==> src/logic/pcr_pkg.sv <==
// Shared constants and types for the clock driver and its partner.
package pcr_pkg;
    localparam int unsigned CLK_PERIOD_PS         = 4000;
    localparam int unsigned MIN_REQ_PULSE_NS      = 10;
    localparam int unsigned MIN_REQ_PULSE_PS      = MIN_REQ_PULSE_NS * 1000;
    localparam int unsigned MIN_REQ_PULSE_CYCLES  = (MIN_REQ_PULSE_PS + CLK_PERIOD_PS - 1) / CLK_PERIOD_PS;
    localparam int unsigned RESET_HOLD_CYCLES     = 1024;
    localparam int unsigned REF_CYCLES_PER_HOLD   = 512;
    localparam int unsigned HOLD_COUNT_W          = 10;
    localparam int unsigned PHASE_W               = 3;
    localparam int unsigned IN_PHASE_BIT          = 1;
    localparam int unsigned FEEDBACK_BIT          = 2;
    localparam int unsigned NUM_IN_PHASE          = 3;
    localparam int unsigned REQ_COUNT_W           = 3;
    localparam int unsigned REF_HALF_PERIOD       = 4;
    localparam int unsigned REF_COUNT_W           = 3;
    localparam logic [PHASE_W-1:0]      PHASE_ALIGN  = 3'h1;
    localparam logic [HOLD_COUNT_W-1:0] HOLD_LAST    = 10'h3ff;
    localparam logic [REQ_COUNT_W-1:0]  REQ_TAKEN_AT = 3'(MIN_REQ_PULSE_CYCLES - 1);
    localparam logic [REF_COUNT_W-1:0]  REF_HALF_LAST = 3'(REF_HALF_PERIOD - 1);

    typedef enum logic [1:0] {
        ST_POWERUP,
        ST_HELD,
        ST_COUNT,
        ST_RUN
    } pcr_state_t;
endpackage

==> src/logic/pcr_link_if.sv <==
// Pins between the clock driver and the processor with its board logic.
`timescale 1ns/1ps
interface pcr_link_if;
    logic [pcr_pkg::NUM_IN_PHASE-1:0] in_phase_clock_outs;
    logic                             inverted_clock_out;
    logic                             double_rate_clock_out;
    logic                             half_rate_enable_out;
    logic                             resetLockOut;
    logic                             resetLockEnableN;
    logic                             resetLockLine;
    logic                             refClock;
    logic                             loopEnable;
    logic                             resetRequestN;

    // The pull-up raises the open-drain line whenever nobody pulls it low.
    assign resetLockLine = resetLockEnableN ? 1'b1 : resetLockOut;

    modport device_end (
        output in_phase_clock_outs,
        output inverted_clock_out,
        output double_rate_clock_out,
        output half_rate_enable_out,
        output resetLockOut,
        output resetLockEnableN,
        input  refClock,
        input  loopEnable,
        input  resetRequestN
    );

    modport host_end (
        input  in_phase_clock_outs,
        input  inverted_clock_out,
        input  double_rate_clock_out,
        input  half_rate_enable_out,
        input  resetLockLine,
        output refClock,
        output loopEnable,
        output resetRequestN
    );
endinterface

==> src/logic/pcr_device_end.sv <==
// Clock multiplier, distributor and processor reset sequencer.
`timescale 1ns/1ps
module pcr_device_end (
    input  wire logic clk,
    input  wire logic reset,
    pcr_link_if.device_end link,
    input  wire logic loopLocked,
    output      logic resetHeld,
    output      logic lockSeen
);
    logic                              refPrev;
    logic                              next_refPrev;
    logic [pcr_pkg::PHASE_W-1:0]       phase;
    logic [pcr_pkg::PHASE_W-1:0]       next_phase;
    logic                              refRise;

    logic [pcr_pkg::NUM_IN_PHASE-1:0]  inPhase;
    logic [pcr_pkg::NUM_IN_PHASE-1:0]  next_inPhase;
    logic                              inverted;
    logic                              next_inverted;
    logic                              doubleRate;
    logic                              next_doubleRate;
    logic                              halfEnable;
    logic                              next_halfEnable;
    logic                              inPhasePrev;
    logic                              next_inPhasePrev;
    logic                              inPhaseTick;

    logic [pcr_pkg::REQ_COUNT_W-1:0]   lowCount;
    logic [pcr_pkg::REQ_COUNT_W-1:0]   next_lowCount;
    logic                              reqTaken;

    pcr_pkg::pcr_state_t               state;
    pcr_pkg::pcr_state_t               next_state;
    logic [pcr_pkg::HOLD_COUNT_W-1:0]  holdCount;
    logic [pcr_pkg::HOLD_COUNT_W-1:0]  next_holdCount;
    logic                              releaseN;
    logic                              next_releaseN;
    logic                              heldFlag;
    logic                              next_heldFlag;
    logic                              lockFlag;
    logic                              next_lockFlag;

    // Reference edge detection and the phase counter standing in for the loop.
    assign refRise = link.refClock && !refPrev;

    always_comb begin
        next_refPrev = link.refClock;
        if (refRise && link.loopEnable) begin
            // Aligning the counter to the reference edge closes the loop at Q/2.
            next_phase = pcr_pkg::PHASE_ALIGN;
        end else begin
            next_phase = phase + 3'h1;
        end
    end

    always_ff @(posedge clk) begin
        if (reset) begin
            refPrev <= 1'b0;
            phase   <= '0;
        end else begin
            refPrev <= next_refPrev;
            phase   <= next_phase;
        end
    end

    // Clock outputs, generated from the phase counter or passed through in test mode.
    always_comb begin
        next_inPhasePrev = inPhase[0];
        if (link.loopEnable) begin
            next_doubleRate = phase[0];
            next_halfEnable = phase[0] ^ phase[pcr_pkg::IN_PHASE_BIT];
            next_inverted   = !phase[pcr_pkg::IN_PHASE_BIT];
        end else begin
            next_doubleRate = link.refClock;
            next_halfEnable = link.refClock;
            next_inverted   = !link.refClock;
        end
    end

    generate
        for (genvar i = 0; i < pcr_pkg::NUM_IN_PHASE; i++) begin : gInPhase
            always_comb begin
                if (link.loopEnable) begin
                    next_inPhase[i] = phase[pcr_pkg::IN_PHASE_BIT];
                end else begin
                    next_inPhase[i] = link.refClock;
                end
            end
        end
    endgenerate

    always_ff @(posedge clk) begin
        if (reset) begin
            inPhase     <= '0;
            inverted    <= 1'b1;
            doubleRate  <= 1'b0;
            halfEnable  <= 1'b0;
            inPhasePrev <= 1'b0;
        end else begin
            inPhase     <= next_inPhase;
            inverted    <= next_inverted;
            doubleRate  <= next_doubleRate;
            halfEnable  <= next_halfEnable;
            inPhasePrev <= next_inPhasePrev;
        end
    end

    // One tick for each rising edge of the in-phase output clock.
    assign inPhaseTick = inPhase[0] && !inPhasePrev;

    // A request counts only once it has stayed low for the minimum pulse width.
    assign reqTaken = !link.resetRequestN && (lowCount == pcr_pkg::REQ_TAKEN_AT);

    always_comb begin
        if (link.resetRequestN) begin
            next_lowCount = '0;
        end else if (lowCount == pcr_pkg::REQ_TAKEN_AT) begin
            next_lowCount = lowCount;
        end else begin
            next_lowCount = lowCount + 3'h1;
        end
    end

    always_ff @(posedge clk) begin
        if (reset) begin
            lowCount <= '0;
        end else begin
            lowCount <= next_lowCount;
        end
    end

    // Reset sequencer; it never touches the clock generation above.
    always_comb begin
        next_state     = state;
        next_holdCount = holdCount;
        next_lockFlag  = lockFlag || loopLocked;
        case (state)
            pcr_pkg::ST_POWERUP: begin
                // Low request or missing lock both keep the processor in reset.
                if (link.resetRequestN && loopLocked) begin
                    next_state     = pcr_pkg::ST_COUNT;
                    next_holdCount = '0;
                end
            end
            pcr_pkg::ST_HELD: begin
                if (link.resetRequestN) begin
                    next_state     = pcr_pkg::ST_COUNT;
                    next_holdCount = '0;
                end
            end
            pcr_pkg::ST_COUNT: begin
                if (reqTaken) begin
                    next_state = pcr_pkg::ST_HELD;
                end else if (inPhaseTick) begin
                    if (holdCount == pcr_pkg::HOLD_LAST) begin
                        next_state = pcr_pkg::ST_RUN;
                    end else begin
                        next_holdCount = holdCount + 10'h001;
                    end
                end
            end
            pcr_pkg::ST_RUN: begin
                if (reqTaken) begin
                    next_state = pcr_pkg::ST_HELD;
                end
            end
            default: begin
                next_state = pcr_pkg::ST_POWERUP;
            end
        endcase
        // Released line is left floating for the pull-up; it is never driven high.
        next_releaseN = (next_state == pcr_pkg::ST_RUN);
        next_heldFlag = (next_state != pcr_pkg::ST_RUN);
    end

    always_ff @(posedge clk) begin
        if (reset) begin
            state     <= pcr_pkg::ST_POWERUP;
            holdCount <= '0;
            releaseN  <= 1'b0;
            heldFlag  <= 1'b1;
            lockFlag  <= 1'b0;
        end else begin
            state     <= next_state;
            holdCount <= next_holdCount;
            releaseN  <= next_releaseN;
            heldFlag  <= next_heldFlag;
            lockFlag  <= next_lockFlag;
        end
    end

    // Clock outputs stay live in every sequencer state.
    assign link.in_phase_clock_outs   = inPhase;
    assign link.inverted_clock_out    = inverted;
    assign link.double_rate_clock_out = doubleRate;
    assign link.half_rate_enable_out  = halfEnable;
    assign link.resetLockOut          = 1'b0;
    assign link.resetLockEnableN      = releaseN;
    assign resetHeld                  = heldFlag;
    assign lockSeen                   = lockFlag;
endmodule // pcr_device_end

==> src/flat_wrapper.sv <==
// flat-port wrapper written by rule: the top's interface ports become plain ports
module pcr_device_end_flat 
  (clk, reset, loopLocked, resetHeld, lockSeen, link_in_phase_clock_outs, link_inverted_clock_out, link_double_rate_clock_out, link_half_rate_enable_out, link_resetLockOut, link_resetLockEnableN, link_refClock, link_loopEnable, link_resetRequestN);
  pcr_link_if link_i ();
  input  wire logic clk;
  input  wire logic reset;
  input  wire logic loopLocked;
  output      logic resetHeld;
  output      logic lockSeen;
  output wire logic [$bits(link_i.in_phase_clock_outs)-1:0] link_in_phase_clock_outs;
  output wire logic [$bits(link_i.inverted_clock_out)-1:0] link_inverted_clock_out;
  output wire logic [$bits(link_i.double_rate_clock_out)-1:0] link_double_rate_clock_out;
  output wire logic [$bits(link_i.half_rate_enable_out)-1:0] link_half_rate_enable_out;
  output wire logic [$bits(link_i.resetLockOut)-1:0] link_resetLockOut;
  output wire logic [$bits(link_i.resetLockEnableN)-1:0] link_resetLockEnableN;
  input wire logic [$bits(link_i.refClock)-1:0] link_refClock;
  input wire logic [$bits(link_i.loopEnable)-1:0] link_loopEnable;
  input wire logic [$bits(link_i.resetRequestN)-1:0] link_resetRequestN;
  assign link_in_phase_clock_outs = link_i.in_phase_clock_outs;
  assign link_inverted_clock_out = link_i.inverted_clock_out;
  assign link_double_rate_clock_out = link_i.double_rate_clock_out;
  assign link_half_rate_enable_out = link_i.half_rate_enable_out;
  assign link_resetLockOut = link_i.resetLockOut;
  assign link_resetLockEnableN = link_i.resetLockEnableN;
  assign link_i.refClock = link_refClock;
  assign link_i.loopEnable = link_loopEnable;
  assign link_i.resetRequestN = link_resetRequestN;
  pcr_device_end u_core (.clk(clk), .reset(reset), .link(link_i), .loopLocked(loopLocked), .resetHeld(resetHeld), .lockSeen(lockSeen));
endmodule
==> config.mk <==
export PLATFORM = sky130hd
export DESIGN_NAME = pcr_device_end_flat
export DESIGN_NICKNAME = d
export VERILOG_FILES = /design/src/logic/pcr_pkg.sv /design/src/logic/pcr_link_if.sv /design/src/logic/pcr_device_end.sv /design/src/flat_wrapper.sv
export SDC_FILE = /design/constraint.sdc
export NUM_CORES = 1
export LEC_CHECK = 0
export ABC_AREA = 1
export BUFFER_PORTS_ARGS = -buffer_cell sky130_fd_sc_hd__buf_4
export CAP_MARGIN = 20
export CELL_PAD_IN_SITES_DETAIL_PLACEMENT = 0
export CELL_PAD_IN_SITES_GLOBAL_PLACEMENT = 1
export CORE_MARGIN = 4
export CORE_UTILIZATION = 25
export DETAILED_ROUTE_END_ITERATION = 8
export GPL_ROUTABILITY_DRIVEN = 0
export GPL_TIMING_DRIVEN = 0
export HOLD_SLACK_MARGIN = 0.15
export PLACE_DENSITY = 0.56
export SYNTH_ARGS = -nofsm -noshare
export SYNTH_HDL_FRONTEND = slang
export SYNTH_SLANG_ARGS = --single-unit
==> constraint.sdc <==
create_clock -name clk -period 1.7 [get_ports clk]
set_input_delay 0.34 -clock clk [delete_from_list [all_inputs] [get_ports clk]]
set_output_delay 0.34 -clock clk [all_outputs]
set_load 0.1 [all_outputs]
==> run metrics <==
status=complete, no violations; CTS tree=built; largest net degree at the start of global routing=16; post-place setup slack=between 0.04 and 0.05 ns; placed cell area=0.00144 mm^2; share of the synthesized area in the top cell type=0.416; worst min path class=in -> reg; Final Hold Fails=0; Buffers & Inverters on Critical Path=1; largest family of logic cells by synthesized area=simple AND/OR/NAND/NOR gates; die area=0.00621 mm^2; width of the die=78.8 um; via count=between 1000 and 1500; share of async-settable or async-resettable flops after synthesis=0; share of cells above drive strength 1=0.242; Cells after Synth=170; initial core utilization=0.262; initial antenna violation count=0; Post-synth EDFFs=0; Reg-to-Reg Start=u_core.holdCount[0]; Final period util=0.907; Tot GR Track Use=0.0847; Pre-antenna DRT Iters=6; post-synthesis compound-gate area fraction=0.105; adder and majority gate portion of the synthesized area=0.0300; Max-Cap Viols=0; core area=approximately 0.0048 mm^2; CP most frequent cell=nand2_4; final instance area=between 0.0015 and 0.002 mm^2; first-pass GRT wire length=~4200 um; Crit Path Category=reg -> reg; Avg Synthesized Cell Area=7.37 um^2; sequential share of the synthesized area=0.416; Hold Buf Count CTS=0; vias in the first global route=between 900 and 1000; H-tree levels=1; slowest CP cell=dfxtp_2; Detailed Place HPWL=between 1500 and 2000 um; switching part of the total=0.271; PwrDens=about 900 mW/mm^2; clock latency at the later pin of the worst-skew pair=approximately 0.27 ns; net switching power=0.376 mW; DIE HEIGHT=between 70 and 80 um; P_leak=about 0.64 nW; RSZ-0062 raised after global routing=false; post-synthesis mux area share=0; clock buffer count from CTS=3; grt ovf=0; layout net count=200; CP delay by family, top=simple AND/OR/NAND/NOR gates; fmax=649 MHz; Routed WL=2430 um; Final Critical Period=about 1.5 ns; main flop type after synthesis=dfxtp_1; Clock Power Share=0.373; post-synthesis simple-gate area fraction=0.322; Top Ports=16; # setup viols final=0; worst-path fanout max=10; clock sink total=26; Cell Area, Synth=approximately 0.0013 mm^2; number of synthesis warnings=0; XOR/XNOR Fraction of Synth Area=0.00699; syn_nets=around 180; Antenna Nets Post-Route=0; Clock Skews=0.00568 ns; CP startpoint kind=flop; Synth area leaders=dfxtp_1, nand2_1, inv_1, nor2_1, a21oi_1; max incr delay on CP=between 0.3 and 0.4 ns; DR vias/cell=around 4.1; Gate power share=0.161; diode count=0; Area Overhead vs Synth=24.0%; pins over their slew limit=0; crit path from=u_core.holdCount[0]; Routed WL per cell=roughly 9.5 um; leading area contributor after synthesis=dfxtp_1; initial drt markers=30; cells along the critical path=ha_2 -> nand2_2 -> nor2_4 -> nand3_4 -> nand2_4 -> nand2_4 -> buf_12 -> a21oi_1 -> nor2_1; Seq cells post-synth=26; Worst setup EP type=flop; residual DRC count=0; Cell Int Power=around 1.0 mW; Data arrival, critical path=~1.7 ns; CTS root buf=clkbuf_8; Rows=25; Clock Pin Slew Worst Setup and Hold Paths=approximately 0.09 ns; Unique masters post-synth=24; worst hold start=reset; setup_tns=0 ns; Worst EP required=1.87 ns; fin worst setup slack=~0.16 ns; CTS Buffer Depth=2; Max VDD drop=0.434 mV; Sequential Power Share=0.466; Final Util=0.324; PortBufs=14
## sequential cells by signal, summed over array words and instances (netlist names)
register and flops:
u_core.lowCount 3, u_core.state 2, u_core.inPhasePrev 1, u_core.link.double_rate_clock_out 1, u_core.link.inverted_clock_out 1, u_core.holdCount 10, u_core.link.in_phase_clock_outs 1, u_core.phase 2
u_core.link.half_rate_enable_out 1, u_core.link.resetLockEnableN 1, u_core.refPrev 1, u_core.resetHeld 1, u_core.lockSeen 1
## cell type report
type / count / area, um^2
Clock buffer: 3 / 41.3
Inverter: 27 / 101
Sequential cell: 26 / 526
Timing Repair Buffer: 16 / 120
Clock inverter: 1 / 30.0
Buffer: 5 / 46.3
Multi-Input combinational cell: 112 / 604
Fill cell: 539 / 3230
Tap cell: 67 / 83.8
## metal layers
metal,track usage,routed length (um)
met4,0.0210,21
met1,0.108,1140
met2,0.133,1160
met5,0,0
met3,0.0340,109
## kinds of logic (layout without fill, tap and decap cells)
logic type,after synthesis,after routing
adder cells (fa/ha/maj),3,3
other,1,1
XOR/XNOR,1,1
buffers and inverters,32,52
flip-flops,26,26
AND/OR/NAND/NOR,85,85
AO/OA/AOI/OAI,22,22
## power groups by stage
stage	combinational, mW	clock [mW]	sequential [mW]
3_3_place_gp	0.221	0	0.658
6_report	0.223	0.516	0.646
2_1_floorplan	0.111	0	0.717
3_5_place_dp	0.222	0	0.659
4_1_cts	0.222	0.540	0.645
5_1_grt	0.241	0.567	0.649
## placed cells by master (no fill, tap or decap), types with 3 or more instances in the layout
cell type	count
nand3_2	3
clkbuf_8	3
a21oi_1	13
buf_4	19
nor2_4	3
dfxtp_1	22
nand2_1	35
nand2_2	4
inv_1	26
nor2_1	23
dfxtp_2	4
o21ai_0	5
nand3_1	9
## synthesized netlist by cell type, drive strengths merged (2+ instances only)
cell / number
buf: 4
dfxtp: 26
o21ai: 6
inv: 27
nor2: 28
nand3: 13
ha: 3
nor3: 2
nand2: 41
a21oi: 13
o211ai: 2
## what timing repair did
| item | CTS | global route |
|---|---|---|
| buffers inserted | 0 | 2 |
| setup endpoints to repair | 0 | 13 |
| gates resized for setup | 0 | 9 |
## through the flow
stage / power (mW) / cells / hold slack, ns
2_1_floorplan: 0.828 / 170 / 0.416
3_3_place_gp: 0.879 / 251 / 0.449
3_5_place_dp: 0.881 / 251 / 0.468
4_1_cts: 1.41 / 255 / 0.243
5_1_grt: 1.46 / 257 / 0.252
6_report: 1.38 / 257 / 0.251
## path summary, 6_finish.rpt
kind | endpoint | slack (ns) | cells after the start
max | u_core.holdCount[4] | 0.16 | 9
min | u_core.link.in_phase_clock_outs[0] | 0.25 | 2
max reg2reg | u_core.holdCount[4] | 0.16 | 9
min reg2reg | u_core.lowCount[0] | 0.45 | 1
No activity file was read; power rests on OpenSTA's default activity.
